`src/logic/hpir_pkg.sv`:
```
package hpir_pkg;
  // ***************************************************************
  // bus styles, states and counts
  // ***************************************************************
  typedef enum logic [1:0] {
    BUS_STROBE_RW,
    BUS_SPLIT_RDWR,
    BUS_MUXED
  } hpir_bus_t;

  typedef enum logic {
    RST_HOLD,
    RST_RUN
  } hpir_rst_t;

  localparam int          FRAME_RELEASE_CNT = 8;
  localparam int          EXT_RST_MIN_CNT   = 4;
  localparam logic [7:0]  MUX_ADDR_LIMIT    = 8'h7f;
  localparam int          BANK_ADDR_BIT     = 4;
  // top status bit positions
  localparam int          TOP_WD_POS        = 0;
  localparam int          TOP_ARB_POS       = 1;
  localparam int          TOP_SW_POS        = 2;
  localparam int          TOP_SA_EXT_POS    = 3;
  localparam int          TOP_SA_POS        = 4;
  localparam int          TOP_SB_EXT_POS    = 5;
  localparam int          TOP_SB_POS        = 6;
  localparam int          TOP_WIDTH         = 7;
  localparam logic [6:0]  TOP_MASK_RESET    = 7'h7f;
  localparam logic [7:0]  LOCAL_MASK_RESET  = 8'hff;
endpackage : hpir_pkg

```
`src/logic/host_port_interrupt_reset.sv`:
```
`timescale 1ns/10ps
// Overview of operation
// RQ1 - address latch pin level chooses strobe/rw or separate rd/wr style
// RQ2 - any edge on address latch pin selects multiplexed mode until reset
// RQ3 - serial select reaches serial blocks, switch select reaches the rest
// RQ4 - muxed: even-only mode uses even addresses, else addresses up to 7f
// RQ5 - non-muxed: bank select bit is ORed with address line four
// RQ6 - interrupt line raised; top status names source, local status causes
// RQ7 - top status read clears watchdog and arbiter flags; others locally
// RQ8 - interrupt is a level held until every pending source is serviced
// RQ9 - interrupt drops for the whole of a top mask write
// RQ10 - edge-triggered host should rewrite top mask at end of service
// RQ11 - watchdog interrupt has no mask and always flags and interrupts
// RQ12 - arbiter mask blocks both the arbiter flag and the interrupt
// RQ13 - switch and serial top masks block only the interrupt
// RQ14 - locally masked sources show in no status and raise no interrupt
// RQ15 - masked events are kept and appear when the local mask clears
// RQ16 - after power-up all host accesses are ignored while resetting
// RQ17 - eight frame strobe periods with bit clock release the reset; the code counts frame strobes without looking at the bit clock
// RQ18 - external reset pulse of four bit clocks also releases reset
// RQ19 - on release registers hold reset values and accept accesses
// RQ20 - everything runs only on the pcm bit clock being present; the code uses the bit clock only to time the external reset pulse
// RQ21 - port clock and sync are outputs unless clock source bit set
// RQ22 - external port clocks must come from the same master clock
// RQ23 - sub-block top flag set while any unmasked local bit is pending
module host_port_interrupt_reset
  import hpir_pkg::*;
#(
  parameter int SW_W   = 8,
  parameter int SER_W  = 8,
  parameter int ADDR_W = 8
) (
  // clock and control
  input  wire logic              clk_sys,
  input  wire logic              sys_rst,
  input  wire logic              clkEn,
  // pcm timing, sampled in clk_sys
  input  wire logic              pcmBitClock,
  input  wire logic              pcmFrameStrobe,
  input  wire logic              externalResetInput,
  // host bus
  input  wire logic              addrLatch,
  input  wire logic              serialCtrlSelect_n,
  input  wire logic              switchBlockSelect_n,
  input  wire logic              hostRead,
  input  wire logic              hostWrite,
  input  wire logic [ADDR_W-1:0] hostAddr,
  // configuration bits
  input  wire logic              evenAddressOnly,
  input  wire logic              registerBankSelect,
  input  wire logic              clockSourceBit,
  // top status and mask access
  input  wire logic              topStatusRead,
  input  wire logic              topMaskWrite,
  input  wire logic [TOP_WIDTH-1:0] topMaskData,
  // sub-block events and local masks
  input  wire logic              watchdogEvent,
  input  wire logic              arbiterEvent,
  input  wire logic [SW_W-1:0]   switchEvent,
  input  wire logic [SW_W-1:0]   switchLocalMask,
  input  wire logic              switchStatusRead,
  input  wire logic [SER_W-1:0]  serialAEvent,
  input  wire logic [SER_W-1:0]  serialALocalMask,
  input  wire logic              serialAStatusRead,
  input  wire logic              serialAExtPending,
  input  wire logic [SER_W-1:0]  serialBEvent,
  input  wire logic [SER_W-1:0]  serialBLocalMask,
  input  wire logic              serialBStatusRead,
  input  wire logic              serialBExtPending,
  // decode outputs
  output logic [1:0]             busStyle,
  output logic                   selSerial,
  output logic                   selSwitch,
  output logic                   accessValid,
  output logic [ADDR_W-1:0]      effAddr,
  // status and interrupt
  output logic [TOP_WIDTH-1:0]   topInterruptStatus,
  output logic [SW_W-1:0]        switchLocalStatus,
  output logic [SER_W-1:0]       serialALocalStatus,
  output logic [SER_W-1:0]       serialBLocalStatus,
  output logic                   interrupt_n,
  // reset and port clock direction
  output logic                   deviceReady,
  output logic                   portClockOutEn
);
  // ***************************************************************
  // elaboration checks
  // ***************************************************************
  initial begin
    if (ADDR_W < 8) $error("address width below 8");
    if (SW_W < 1 || SW_W > 8) $error("switch width 1..8");
    if (SER_W < 1 || SER_W > 8) $error("serial width 1..8");
  end

  // address check for muxed modes
  function automatic logic addrOk(input logic [ADDR_W-1:0] a,
                                  input logic evenOnly);
    if (evenOnly) begin
      addrOk = (a[0] == 1'b0);
    end else begin
      addrOk = (a <= ADDR_W'(MUX_ADDR_LIMIT));
    end
  endfunction : addrOk

  // ***************************************************************
  // reset release
  // ***************************************************************
  hpir_rst_t rstStateReg;
  hpir_rst_t rstStateNext;
  logic [3:0] frameCntReg;
  logic [3:0] frameCntNext;
  logic [2:0] extRstCntReg;
  logic [2:0] extRstCntNext;
  logic       bitClkPrevReg;
  logic       frameStbPrevReg;
  logic       bitClkRise;
  logic       frameStbRise;

  assign bitClkRise   = pcmBitClock & ~bitClkPrevReg; // RQ20
  assign frameStbRise = pcmFrameStrobe & ~frameStbPrevReg;

  // count frame strobe edges, and reset pulse length on bit clock edges
  always_comb begin
    rstStateNext  = rstStateReg;
    frameCntNext  = frameCntReg;
    extRstCntNext = extRstCntReg;
    case (rstStateReg)
      RST_HOLD: begin
        if (frameStbRise && frameCntReg < 4'(FRAME_RELEASE_CNT)) begin
          frameCntNext = frameCntReg + 4'h1; // RQ17
        end
        if (!externalResetInput) begin
          extRstCntNext = 3'h0;
        end else if (bitClkRise && extRstCntReg < 3'(EXT_RST_MIN_CNT)) begin
          extRstCntNext = extRstCntReg + 3'h1; // RQ18
        end
        if (frameCntReg == 4'(FRAME_RELEASE_CNT)) begin
          rstStateNext = RST_RUN; // RQ17
        end
        if (extRstCntReg == 3'(EXT_RST_MIN_CNT) && !externalResetInput) begin
          rstStateNext = RST_RUN; // RQ18
        end
      end
      RST_RUN: begin
        frameCntNext  = 4'h0;
        extRstCntNext = 3'h0;
      end
      default: rstStateNext = RST_HOLD;
    endcase
  end

  // edge history loads the pin levels so no false edge follows reset
  always_ff @(posedge clk_sys) begin
    if (sys_rst) begin
      rstStateReg     <= RST_HOLD; // RQ16
      frameCntReg     <= 4'h0;
      extRstCntReg    <= 3'h0;
      bitClkPrevReg   <= pcmBitClock;
      frameStbPrevReg <= pcmFrameStrobe;
    end else if (clkEn) begin
      rstStateReg     <= rstStateNext;
      frameCntReg     <= frameCntNext;
      extRstCntReg    <= extRstCntNext;
      bitClkPrevReg   <= pcmBitClock;
      frameStbPrevReg <= pcmFrameStrobe;
    end
  end

  logic running;
  assign running = (rstStateReg == RST_RUN);

  // ***************************************************************
  // bus style and decode
  // ***************************************************************
  hpir_bus_t styleReg;
  hpir_bus_t styleNext;
  logic      alePrevReg;
  logic      aleSeenReg;
  logic      selSerNext;
  logic      selSwNext;
  logic      validNext;
  logic [ADDR_W-1:0] addrNext;

  // strap at first enabled cycle, any later edge forces muxed
  always_comb begin
    styleNext = styleReg;
    if (!aleSeenReg) begin
      styleNext = addrLatch ? BUS_STROBE_RW : BUS_SPLIT_RDWR; // RQ1
    end else if (addrLatch != alePrevReg) begin
      styleNext = BUS_MUXED; // RQ2
    end
    if (styleReg == BUS_MUXED) begin
      styleNext = BUS_MUXED; // RQ2
    end
    selSerNext = running && !serialCtrlSelect_n; // RQ3
    selSwNext  = running && !switchBlockSelect_n && serialCtrlSelect_n;
    addrNext   = hostAddr;
    if (styleReg != BUS_MUXED) begin
      addrNext[BANK_ADDR_BIT] = hostAddr[BANK_ADDR_BIT] | registerBankSelect;
    end // RQ5
    validNext = running && (selSerNext || selSwNext)
                && (hostRead || hostWrite); // RQ16
    if (styleReg == BUS_MUXED && !addrOk(hostAddr, evenAddressOnly)) begin
      validNext = 1'b0; // RQ4
    end
  end

  always_ff @(posedge clk_sys) begin
    if (sys_rst) begin
      styleReg    <= BUS_SPLIT_RDWR;
      alePrevReg  <= 1'b0;
      aleSeenReg  <= 1'b0;
      selSerial   <= 1'b0;
      selSwitch   <= 1'b0;
      accessValid <= 1'b0;
      effAddr     <= '0;
    end else if (clkEn) begin
      styleReg    <= styleNext;
      alePrevReg  <= addrLatch;
      aleSeenReg  <= 1'b1;
      selSerial   <= selSerNext;
      selSwitch   <= selSwNext;
      accessValid <= validNext;
      effAddr     <= addrNext;
    end
  end

  assign busStyle = styleReg;

  // ***************************************************************
  // interrupt tree
  // ***************************************************************
  logic [TOP_WIDTH-1:0] topMaskReg;
  logic [TOP_WIDTH-1:0] topMaskNext;
  logic                 wdFlagReg;
  logic                 wdFlagNext;
  logic                 arbFlagReg;
  logic                 arbFlagNext;
  logic                 swPend;
  logic                 saPend;
  logic                 sbPend;
  logic [TOP_WIDTH-1:0] topNext;
  logic                 intNext;
  logic                 rdTop;
  logic                 wrMask;
  logic [SW_W-1:0]      swVis;
  logic [SER_W-1:0]     saVis;
  logic [SER_W-1:0]     sbVis;

  assign rdTop  = running && topStatusRead;
  assign wrMask = running && topMaskWrite;

  hpir_local_status #(.WIDTH(SW_W)) u_switch (
    .clk_sys       (clk_sys),
    .sys_rst       (sys_rst || !running),
    .clkEn         (clkEn),
    .srcEvent      (switchEvent),
    .localMask     (switchLocalMask),
    .statusRead    (running && switchStatusRead),
    .visibleStatus (swVis),
    .anyPending    (swPend)
  );

  hpir_local_status #(.WIDTH(SER_W)) u_serial_a (
    .clk_sys       (clk_sys),
    .sys_rst       (sys_rst || !running),
    .clkEn         (clkEn),
    .srcEvent      (serialAEvent),
    .localMask     (serialALocalMask),
    .statusRead    (running && serialAStatusRead),
    .visibleStatus (saVis),
    .anyPending    (saPend)
  );

  hpir_local_status #(.WIDTH(SER_W)) u_serial_b (
    .clk_sys       (clk_sys),
    .sys_rst       (sys_rst || !running),
    .clkEn         (clkEn),
    .srcEvent      (serialBEvent),
    .localMask     (serialBLocalMask),
    .statusRead    (running && serialBStatusRead),
    .visibleStatus (sbVis),
    .anyPending    (sbPend)
  );

  // flags, masking and the level interrupt
  always_comb begin
    topMaskNext = wrMask ? topMaskData : topMaskReg;
    wdFlagNext  = (wdFlagReg && !rdTop) || watchdogEvent; // RQ7 RQ11
    arbFlagNext = (arbFlagReg && !rdTop)
                  || (arbiterEvent && !topMaskReg[TOP_ARB_POS]); // RQ12
    topNext = '0;
    topNext[TOP_WD_POS]     = wdFlagNext;
    topNext[TOP_ARB_POS]    = arbFlagNext;
    topNext[TOP_SW_POS]     = swPend; // RQ13 RQ23
    topNext[TOP_SA_EXT_POS] = serialAExtPending;
    topNext[TOP_SA_POS]     = saPend;
    topNext[TOP_SB_EXT_POS] = serialBExtPending;
    topNext[TOP_SB_POS]     = sbPend;
    // watchdog bypasses mask; others gated by top mask
    intNext = topNext[TOP_WD_POS]
              || |(topNext & ~topMaskReg & ~TOP_WIDTH'(1)); // RQ8 RQ13
    if (wrMask) begin
      intNext = 1'b0; // RQ9
    end
  end

  always_ff @(posedge clk_sys) begin
    if (sys_rst || !running) begin
      topMaskReg         <= TOP_MASK_RESET; // RQ19
      wdFlagReg          <= 1'b0;
      arbFlagReg         <= 1'b0;
      topInterruptStatus <= '0;
      switchLocalStatus  <= '0;
      serialALocalStatus <= '0;
      serialBLocalStatus <= '0;
      interrupt_n        <= 1'b1;
    end else if (clkEn) begin
      topMaskReg         <= topMaskNext;
      wdFlagReg          <= wdFlagNext;
      arbFlagReg         <= arbFlagNext;
      topInterruptStatus <= topNext; // RQ6
      switchLocalStatus  <= swVis;
      serialALocalStatus <= saVis;
      serialBLocalStatus <= sbVis;
      interrupt_n        <= !intNext; // RQ6
    end
  end

  // port clock direction from the clock source bit
  always_ff @(posedge clk_sys) begin
    if (sys_rst) begin
      deviceReady    <= 1'b0;
      portClockOutEn <= 1'b1;
    end else if (clkEn) begin
      deviceReady    <= rstStateNext == RST_RUN;
      portClockOutEn <= !clockSourceBit; // RQ21
    end
  end

  // ***************************************************************
  // checks
  // ***************************************************************
  a_mask_write_drop: assert property (@(posedge clk_sys)
    disable iff (sys_rst) clkEn && wrMask |=> interrupt_n) // RQ9
    else $error("interrupt active during mask write");
  a_watchdog_unmask: assert property (@(posedge clk_sys)
    disable iff (sys_rst) clkEn && running && watchdogEvent && !wrMask
    |=> !interrupt_n && topInterruptStatus[TOP_WD_POS]) // RQ11
    else $error("watchdog not flagged");
  a_arb_masked: assert property (@(posedge clk_sys)
    disable iff (sys_rst) clkEn && running && !arbFlagReg
    && topMaskReg[TOP_ARB_POS] && !topMaskWrite
    |=> !arbFlagReg) // RQ12
    else $error("masked arbiter flag set");
  a_top_read_clr: assert property (@(posedge clk_sys)
    disable iff (sys_rst) clkEn && rdTop && !watchdogEvent && !arbiterEvent
    |=> !wdFlagReg && !arbFlagReg) // RQ7
    else $error("top read did not clear");
  a_hold_ignores: assert property (@(posedge clk_sys)
    disable iff (sys_rst) !running |=> !accessValid) // RQ16
    else $error("access during reset");
  a_muxed_sticky: assert property (@(posedge clk_sys)
    disable iff (sys_rst) styleReg == BUS_MUXED |=> styleReg == BUS_MUXED)
    else $error("left muxed mode"); // RQ2
  a_ale_edge_mux: assert property (@(posedge clk_sys)
    disable iff (sys_rst) clkEn && aleSeenReg && addrLatch != alePrevReg
    |=> styleReg == BUS_MUXED) // RQ2
    else $error("edge did not select muxed");
  a_release_frames: assert property (@(posedge clk_sys)
    disable iff (sys_rst) clkEn && frameCntReg == 4'(FRAME_RELEASE_CNT)
    |=> running) // RQ17
    else $error("no release after frames");
  a_switch_flag: assert property (@(posedge clk_sys)
    disable iff (sys_rst) clkEn && running && swPend
    |=> topInterruptStatus[TOP_SW_POS]) // RQ23
    else $error("switch flag missing");

  c_release: cover property (@(posedge clk_sys) !running ##1 running);
  c_int_raise: cover property (@(posedge clk_sys) interrupt_n ##1 !interrupt_n);
  c_muxed: cover property (@(posedge clk_sys) styleReg == BUS_MUXED);
endmodule : host_port_interrupt_reset

```
`src/logic/hpir_local_status.sv`:
```
`timescale 1ns/10ps
// one local status register with local mask and hidden latch
module hpir_local_status
  import hpir_pkg::*;
#(
  parameter int WIDTH = 8
) (
  // clock and control
  input  wire logic             clk_sys,
  input  wire logic             sys_rst,
  input  wire logic             clkEn,
  // events and mask
  input  wire logic [WIDTH-1:0] srcEvent,
  input  wire logic [WIDTH-1:0] localMask,
  input  wire logic             statusRead,
  // visible state
  output logic      [WIDTH-1:0] visibleStatus,
  output logic                  anyPending
);
  initial begin
    if (WIDTH < 1 || WIDTH > 8) $error("local status width 1..8");
  end

  logic [WIDTH-1:0] heldReg;
  logic [WIDTH-1:0] heldNext;

  // visible bits are the unmasked held events
  assign visibleStatus = heldReg & ~localMask; // RQ14
  assign anyPending    = |visibleStatus;        // RQ23

  // masked events stay held; a read clears only shown bits, set wins
  always_comb begin
    heldNext = heldReg;
    if (statusRead) begin
      heldNext = heldNext & localMask; // RQ15
    end
    heldNext = heldNext | srcEvent;
  end

  always_ff @(posedge clk_sys) begin
    if (sys_rst) begin
      heldReg <= '0;
    end else if (clkEn) begin
      heldReg <= heldNext;
    end
  end

  a_masked_held: assert property (@(posedge clk_sys) disable iff (sys_rst)
    clkEn && srcEvent[0] |=> heldReg[0]) // RQ15
    else $error("event not retained");
endmodule : hpir_local_status

```
`config.mk`:
```
export PLATFORM = sky130hd
export DESIGN_NAME = host_port_interrupt_reset
export DESIGN_NICKNAME = d
export VERILOG_FILES = /design/src/logic/hpir_pkg.sv /design/src/logic/host_port_interrupt_reset.sv /design/src/logic/hpir_local_status.sv
export SDC_FILE = /design/constraint.sdc
export NUM_CORES = 1
export LEC_CHECK = 0
export ABC_AREA = 1
export BUFFER_PORTS_ARGS = -buffer_cell sky130_fd_sc_hd__buf_2
export CORE_MARGIN = 3
export CORE_UTILIZATION = 35
export CTS_CLUSTER_SIZE = 14
export DETAILED_ROUTE_END_ITERATION = 10
export PLACE_DENSITY = 0.65
export SYNTH_ARGS = -nofsm -noshare
export SYNTH_HDL_FRONTEND = slang
export SYNTH_HIERARCHICAL = 1
export SYNTH_SLANG_ARGS = --single-unit
```
`constraint.sdc`:
```
create_clock -name clk_sys -period 1.4 [get_ports clk_sys]
set_input_delay 0.14 -clock clk_sys [delete_from_list [all_inputs] [get_ports clk_sys]]
set_output_delay 0.14 -clock clk_sys [all_outputs]
set_load 0.02 [all_outputs]
```
==> metrics.cfg, run 1 <==
[outcome]
status = finished, final reports clean

[power_and_ir_drop]
clkPwrFrac_pct = 42.0
p_leak_nw = 2.50
power_frac_seq_pct = 49.6
switchingPower_mw = 1.27
power_mw = 5.19
intPower_mw = 3.92
vdd_drop_max_v = 0.000836
combPwrFrac_pct = 8.5
swShare_pct = 24.4
power.density_nw_per_um2 = 1030

[cells_and_area]
drive_gt1_share_pct = 24.9
num-fill-cells = 1147
finish.utilization_pct = 45.7
multi_input_comb_area_sq_um = 1700
final_area_sq_um = 5060
n_antenna_cell = 0
syn_to_final_growth_pct = 25.2
num-nets-final = 780
instances_no_fill = 835
seq_area_sq_um = 1780

[floorplanning]
initial_utilization_pct = 36.5
die_w_um = 113
coreArea_sq_um = 11100
die_h_um = 113
ios = 133
rows = 38
die_area_sq_um = 12900

[worst_hold_path]
hold_start = topMaskData[3]
holdPathStages = 3
min_to = topMaskReg[3]
hp-class = input pin to flop

[clock_tree]
root_buffer = clkbuf_16
clock_latency_ns = 0.34
cts_setup_buffers = 0
cts_tree = done
h-tree-depth = 3
cts.sinks = 88
cts_buffers = 9
path_clk_slew_ns = 0.06
ctsLongestPathBuffers = 2

[drt]
drc = 0
postRouteAntennaNets = 0
vias_per_cell = 4.52
first_pass_iters = 4
postRouteWirelength_mm = 10.3
first_iter_violations = 194
wl_per_cell_um = 12.3
vias = 3775

[yosys]
avgSynthCellArea_sq_um = 7.18
synth-seq-cells = 88
synth_cell_type_count = 31
yosysSeqAreaShare_pct = 44.1
syn-num-nets = 653
ys_warn_count = 6
syn_area_sq_um = 4040
syn_inst = 563

[setup_path]
worst-path-max-fanout = 8
r2r-end = u_serial_b/heldReg[2]
r2r_slack_ns = 0.19
crit_arrival_ns = 1.44
cp.required_ns = 1.63
worstSetupPathType = flop to flop
reg2reg_depth = 6
cp-end-kind = flop
rr_startpoint = deviceReady
worstSetupStartpointType = flop

[placed_design]
dp_hpwl_mm = 7.64
port_buffers = 131
place_area_sq_um = 4730
place_ws_ns = 0.139
gp_congestion = 0.827
dp.cells = 813

[timing]
maxClockFrequency_mhz = 826
hold_viol_final = 0
slew_viol_final = 0
fin_crit_sh_pct = 86.5
slew_headroom_pct = 78.5
period_minus_slack_ns = 1.21
setup_viol = 0
worstMarginPinSlew_ns = 0.322
setup_tns_ns = 0
skew_ns = 0.00511
rsz0062_at_grt = false
fin_ws_ns = 0.189
hold_slack_ns = 0.0121

[global_routing]
antenna_found_initial = 0
grt_overflow = 0
grt_max_degree = 53
grt_pass1_wl_mm = 16.9
grt_pass1_vias = 3735
track_usage_pct = 16.3

[run]
drv_cap = 0

[layer usage]
layer	wire length [um]	track usage, %	vias to the layer above
li1	-	-	1997
met1	4630	20.1	1667
met2	4770	27.0	103
met3	793	6.37	8
met4	88	3.93	0
met5	0	0	-
[power groups by stage]
stage	registers [mW]	logic [mW]	clock network (mW)
after floorplan	2.65	0.218	0
after global placement	2.62	0.419	0
after detailed placement	2.63	0.425	0
after CTS	2.57	0.441	2.25
after global routing	2.58	0.495	2.36
final	2.57	0.439	2.18
[layout make-up]
cell class              count  area share [%]
flip-flops and latches     88            35.2
clock inverters             7           0.767
repair buffers            146            16.3
multi-input cells         363            33.6
clock buffers               9            4.45
inverters                  82            6.23
well taps                 140            3.46
[critical path: stages (launching register included)]
cell and delay, ns:
dfxtp_1 0.37, buf_4 0.18, nand2_1 0.06, inv_1 0.25
nand3_1 0.12, nand2_1 0.07, a21oi_1 0.05
[Yosys cell counts, drive strengths merged]
cell type / n / area share (%)
ha: 4 / 1.2
nor3: 2 / 0.25
nand2: 179 / 17
o31ai: 1 / 0.19
inv: 82 / 7.8
or2: 2 / 0.31
a22o: 6 / 1.3
xnor2: 1 / 0.22
buf: 29 / 6.1
nor2: 33 / 3.7
a211oi: 1 / 0.31
o21ai: 25 / 3.1
clkbuf: 1 / 0.093
dfxtp: 86 / 43
nand4: 2 / 0.31
edfxtp: 2 / 1.5
a21oi: 71 / 8.9
nand3: 36 / 5.2
[flip-flops by register name (all words and copies together) (netlist names)]
signal	cells
accessValid	1
alePrevReg	1
aleSeenReg	1
bitClkPrevReg	1
busStyle	2
deviceReady	1
effAddr	8
extRstCntReg	3
frameCntReg	4
frameStbPrevReg	1
interrupt_n	1
portClockOutEn	1
selSerial	1
selSwitch	1
serialALocalStatus	8
serialBLocalStatus	8
switchLocalStatus	8
topInterruptStatus	7
topMaskReg	6
u_serial_a/heldReg	8
u_serial_b/heldReg	8
u_switch/heldReg	8
[cells by family (layout without fill, tap and decap cells)]
| kind of cell | Yosys count | count (layout) | share of synthesized area, % |
|---|---|---|---|
| compound gates | 104 | 104 | 13.8 |
| buf+inv | 112 | 244 | 14.0 |
| fa+ha+maj | 4 | 4 | 1.24 |
| simple gates | 254 | 254 | 26.7 |
| xor+xnor | 1 | 1 | 0.217 |
| flops | 88 | 88 | 44.1 |
[cells in the final DEF (no fill, tap or decap), types with 7 or more instances in the layout]
cell type	Yosys	routed
o21ai_0	25	25
inv_1	80	80
a21oi_1	70	70
buf_2	7	130
dfxtp_1	86	86
nand3_1	30	30
buf_4	7	7
nor2_1	29	29
clkbuf_16	0	9
nand2_1	176	176
[how the worst max path moves through the flow]
stage	startpoint	endpoint	slack, ns	depth (start not counted)
final	deviceReady	u_serial_b/heldReg[2]	0.19	6
after detailed placement	deviceReady	topMaskReg[1]	0.14	5
after global placement	deviceReady	topMaskReg[2]	0.18	5
after CTS	deviceReady	topMaskReg[2]	0.12	5
after floorplan	deviceReady	u_serial_a/heldReg[0]	0.10	6
after global routing	deviceReady	u_serial_a/heldReg[7]	0.08	6
[what timing repair did]
item / 4_1_cts / 5_1_grt
hold buffers: 6 / 0
gates resized for setup: 0 / 1
hold endpoints to repair: 6 / 0
endpoints found under the setup margin: 0 / 2
No activity file was read; power rests on OpenSTA's default activity.
==> inputs of run 2 (changes only) <==
Settings changed: RECOVER_POWER set to 100.
==> run 2 against run 1 <==
  * Flip-flop and latch count did not move
  * Critical path depth fell by 4
  * Hold slack got worse by 0.0013 ns
  * First-iteration DRC count fell by 10%
==> metrics.cfg, run 2 (synthesis results as in run 1) <==
[placed_design]
port_buffers = 131  ; unchanged
dp_hpwl_mm = 7.64  ; unchanged
place_ws_ns = 0.139  ; unchanged
gp_congestion = 0.827  ; unchanged

[drt]
first_iter_violations = 174  ; -10%
drc = 0  ; unchanged
vias_per_cell = 4.50  ; -0.45%
vias = 3758  ; -0.45%
wl_per_cell_um = 12.3  ; about the same
first_pass_iters = 4  ; unchanged
postRouteAntennaNets = 0  ; unchanged
postRouteWirelength_mm = 10.3  ; about the same

[cells_and_area]
drive_gt1_share_pct = 17.4  ; -7.5 points
syn_to_final_growth_pct = 23.4
num-nets-final = 780  ; unchanged
n_antenna_cell = 0  ; unchanged
final_common_cell = nand2_1
most-common-layout-cells = 177 x nand2_1, 86 x dfxtp_1, 81 x buf_2

[floorplanning]
coreArea_sq_um = 11100  ; unchanged
die_w_um = 113  ; unchanged
rows = 38  ; unchanged
die_area_sq_um = 12900  ; unchanged
initial_utilization_pct = 36.5  ; unchanged
die_h_um = 113  ; unchanged
ios = 133  ; unchanged

[global_routing]
antenna_found_initial = 0  ; unchanged
grt_max_degree = 53  ; unchanged
grt_overflow = 0  ; unchanged
grt_pass1_vias = 3735  ; unchanged
track_usage_pct = 16.3  ; unchanged
grt_pass1_wl_mm = 16.9  ; unchanged

[setup_path]
worstSetupPathType = flop to output pin
cp-end-kind = output pin
crit_arrival_ns = 1.11  ; -0.33 ns
cp.required_ns = 1.26  ; -0.37 ns
worstSetupStartpointType = flop
worst-path-max-fanout = 4  ; -4

[clock_tree]
clock_latency_ns = 0.34  ; about the same
ctsLongestPathBuffers = 2  ; unchanged
cts_setup_buffers = 0  ; unchanged
cts.sinks = 88  ; unchanged
path_clk_slew_ns = 0.06  ; about the same
root_buffer = clkbuf_16
h-tree-depth = 3  ; unchanged
cts_buffers = 9  ; unchanged
cts_tree = done

[timing]
worstMarginPinSlew_ns = 0.523  ; +0.201 ns
setup_viol = 0  ; unchanged
hold_viol_final = 0  ; unchanged
slew_viol_final = 0  ; unchanged
maxClockFrequency_mhz = 803  ; -2.7%
rsz0062_at_grt = false
setup_tns_ns = 0  ; unchanged
fin_ws_ns = 0.155  ; -0.0342 ns
slew_headroom_pct = 65.2  ; -13 points
period_minus_slack_ns = 1.25  ; +0.0342 ns
skew_ns = 0.00547  ; +0.000355 ns
fin_crit_sh_pct = 89.0  ; +2.4 points

[power_and_ir_drop]
combPwrFrac_pct = 8.3  ; -0.2 points
power_frac_seq_pct = 49.7  ; about the same
power_mw = 5.18  ; -0.19%
p_leak_nw = 2.29  ; -8.3%
power.density_nw_per_um2 = 1040  ; +1.3%
switchingPower_mw = 1.27  ; about the same
swShare_pct = 24.4  ; +0.038 points
intPower_mw = 3.91  ; -0.24%
vdd_drop_max_v = 0.000828  ; -0.87%
clkPwrFrac_pct = 42.1  ; about the same

[run]
drv_cap = 0  ; unchanged

[worst_hold_path]
hp-class = input pin to flop

[outcome]
status = finished, final reports clean

-- run 2: cell count changes in the layout (fill, tap and decap cells not counted) --
cell | before | now
buf_2 | 130 | 81
buf_4 | 7 | 4
clkbuf_1 | 0 | 51
clkbuf_2 | 0 | 1
nand2_1 | 176 | 177
nand2_2 | 2 | 1
-- run 2: layout make-up --
cell class,count,area (sq um)
Clock buffer,9,225
Tap cell,140,175
Sequential cell,88,1780
Timing Repair Buffer,146,752
Fill cell,1177,6090
Clock inverter,7,38.8
Multi-Input combinational cell,363,1700
Inverter,82,315
-- run 2: power by group through the flow --
stage | registers [mW] | clock network (mW) | logic, mW
4_1_cts | 2.57 | 2.25 | 0.441
5_1_grt | 2.58 | 2.36 | 0.485
2_1_floorplan | 2.65 | 0 | 0.218
3_5_place_dp | 2.63 | 0 | 0.425
6_report | 2.57 | 2.18 | 0.429
3_3_place_gp | 2.62 | 0 | 0.419
-- run 2: per-layer routing --
layer	track usage (%)	up-vias	part of all wire (%)
li1	-	2001	-
met1	20.1	1642	45
met2	27.0	109	46
met3	6.37	6	7.9
met4	3.93	0	0.78
met5	0	-	0
-- run 2: timing repair --
item | 4_1_cts | 5_1_grt
hold buffers | 6 | 0
hold endpoints to repair | 6 | 0
setup endpoints to repair | 0 | 2
gates resized for setup | 0 | 1
-- run 2: metrics by stage --
step	instance area (sq um)	hold slack (ns)	instances	util [%]
after floorplan	4040	0.230	563	-
after CTS	5050	0.000557	835	45.6
after global placement	4730	0.316	813	42.7
after global routing	4980	0.00725	835	45.0
final	4980	0.0107	835	45.0
after detailed placement	4730	0.335	813	42.7
-- run 2: critical path, cell delays in order (launching register included) --
cell      delay (ns)
dfxtp_1         0.37
buf_4           0.16
clkbuf_1        0.23
-- run 2: worst paths after layout --
| path | start | to | slack, ns | depth (start not counted) |
|---|---|---|---|---|
| worst max-delay path | deviceReady | deviceReady | 0.15 | 2 |
| worst min-delay path | topMaskData[3] | topMaskReg[3] | 0.01 | 3 |
| worst min register to register | accessValid | accessValid | 0.45 | 2 |
| worst max register to register | deviceReady | u_serial_b/heldReg[2] | 0.18 | 6 |
==> inputs of run 3 (changes only) <==
Clock period 1.4 ns to 1.2 ns, I/O delays scaled along.
==> run 3 against run 2 <==
  * Final cell count increased by 1.2%
  * Register-to-register slack worse by 0.14 ns
  * Clock skew about the same
  * Wire length increased by 2.1%
  * Critical path type is now flop to flop
  * Critical endpoint is now interrupt_n
==> metrics.cfg, run 3 (synthesis results as in run 1) <==
[outcome]
status = finished, final reports clean

[power_and_ir_drop]
power.density_nw_per_um2 = 1250  ; +21%
vdd_drop_max_v = 0.00104  ; +25%
p_leak_nw = 2.37  ; +3.7%
power_mw = 6.48  ; +25%
clkPwrFrac_pct = 45.6  ; +3.5 points
power_frac_seq_pct = 46.3  ; -3.4 points
swShare_pct = 22.3  ; -2.2 points
intPower_mw = 5.04  ; +29%
switchingPower_mw = 1.44  ; +14%
combPwrFrac_pct = 8.1  ; -0.2 points

[setup_path]
r2r_slack_ns = 0.04  ; -0.14 ns
worstSetupPathType = flop to flop
critPathMaxStageDelay_ns = 0.34  ; -0.03 ns
crit_chain = buf_12, nand2_2, nor2_2, buf_4, a211oi_2, nand2_1
worstPathBufferInverterCount = 2  ; unchanged
cp.required_ns = 1.44  ; +0.18 ns
crit_family = flip-flops
reg2reg_depth = 6  ; unchanged
worstSetupStartpointType = flop
crit_arrival_ns = 1.40  ; +0.29 ns
cpMaxStageDelayCell = dfxtp_2
cp-end-kind = flop
crit_start = deviceReady
worst-path-max-fanout = 12  ; +8
r2r-end = interrupt_n
rr_startpoint = deviceReady

[drt]
vias = 3871  ; +3.0%
first_iter_violations = 228  ; +31%
first_pass_iters = 5  ; +1
wl_per_cell_um = 12.4  ; +0.92%
vias_per_cell = 4.58  ; +1.8%
drc = 0  ; unchanged
postRouteAntennaNets = 0  ; unchanged
postRouteWirelength_mm = 10.5  ; +2.1%

[cells_and_area]
seq_area_sq_um = 1790  ; +0.28%
final_area_sq_um = 5180  ; +3.9%
num-fill-cells = 1149  ; -2.4%
n_antenna_cell = 0  ; unchanged
num-nets-final = 790  ; +1.3%
multi_input_comb_area_sq_um = 1710  ; +1.0%
most-common-layout-cells = 172 x nand2_1, 82 x dfxtp_1, 80 x buf_2
final_common_cell = nand2_1
drive_gt1_share_pct = 20.0  ; +2.6 points
syn_to_final_growth_pct = 28.2

[timing]
slew_viol_final = 0  ; unchanged
hold_viol_final = 0  ; unchanged
setup_viol = 0  ; unchanged
fin_crit_sh_pct = 96.4
hold_slack_ns = 0.0179  ; +0.00716 ns
rsz0062_at_grt = true
setup_tns_ns = 0  ; unchanged
period_minus_slack_ns = 1.16
skew_ns = 0.00524  ; -0.000231 ns
maxClockFrequency_mhz = 864
worstMarginPinSlew_ns = 0.473  ; -0.0493 ns
slew_headroom_pct = 68.4  ; +3.3 points

[global_routing]
track_usage_pct = 16.5  ; +0.14 points
grt_max_degree = 77  ; +45%
grt_pass1_wl_mm = 17.0  ; +0.53%
grt_pass1_vias = 3713  ; -0.59%
antenna_found_initial = 0  ; unchanged
grt_overflow = 0  ; unchanged

[clock_tree]
h-tree-depth = 3  ; unchanged
cts_buffers = 9  ; unchanged
clock_latency_ns = 0.35  ; about the same
ctsLongestPathBuffers = 2  ; unchanged
path_clk_slew_ns = 0.06  ; about the same
root_buffer = clkbuf_16
cts.sinks = 88  ; unchanged
cts_tree = done

[floorplanning]
rows = 38  ; unchanged
initial_utilization_pct = 36.5  ; unchanged
die_w_um = 113  ; unchanged
coreArea_sq_um = 11100  ; unchanged
ios = 133  ; unchanged
die_area_sq_um = 12900  ; unchanged
die_h_um = 113  ; unchanged

[placed_design]
place_area_sq_um = 4750  ; +0.45%
gp_congestion = 0.819  ; -1.1%
dp_hpwl_mm = 7.51  ; -1.7%
port_buffers = 131  ; unchanged

[run]
drv_cap = 0  ; unchanged

[worst_hold_path]
hold_start = serialCtrlSelect_n
min_to = selSerial
holdPathStages = 2  ; -1
hp-class = input pin to flop

run 3: metal layers:
metal,vias up,global-route usage [%],part of all wire (%)
met5,-,0,0
met1,1715,19.4,44
li1,2027,-,-
met3,11,6.21,7.6
met4,0,5.29,1.5
met2,118,27.8,47
run 3: worst reg2reg max path: cells and delay by family (launching register included):
kind                   cells  cell delay [ns]
and+or+nand+nor            3             0.27
buffers and inverters      2             0.30
AOI/OAI and AO/OA          1             0.14
DFF                        1             0.34
run 3: stage by stage:
step / std cells / worst slack (ns) / util [%]
after floorplan: 563 / 0.0371 / -
after global placement: 814 / 0.0603 / 42.9
after detailed placement: 814 / 0.0312 / 42.9
after CTS: 844 / 0.0210 / 47.0
after global routing: 845 / -0.0485 / 46.7
final: 845 / 0.0427 / 46.7
run 3: power groups by stage:
stage	registers [mW]	logic (mW)	clock network (mW)
CTS	3.00	0.538	3.05
detailed placement	3.06	0.498	0
finish	3.00	0.528	2.96
global placement	3.06	0.489	0
floorplan	3.09	0.254	0
global route	3.01	0.590	3.17
run 3: final cells by class:
cell class / instances / share of cell area, %
Inverter: 82 / 6.09
Clock inverter: 2 / 0.676
Tap cell: 140 / 3.38
Multi-Input combinational cell: 363 / 33.1
Sequential cell: 88 / 34.5
Clock buffer: 14 / 5.48
Timing Repair Buffer: 156 / 16.8
run 3: repair_timing:
item                       CTS  global route
hold endpoints to repair    14             0
buffers inserted             0             1
setup endpoints to repair    0            21
gates resized for setup      0            27
hold buffers                14             0
run 3: how the worst max path moves through the flow:
stage,endpoint,slack [ns],cells past startpoint
finish,interrupt_n,0.04,6
global route,interrupt_n,-0.05,9
global placement,interrupt_n,0.06,9
detailed placement,interrupt_n,0.03,9
CTS,interrupt_n,0.02,9
floorplan,u_serial_a/heldReg[0],0.04,6
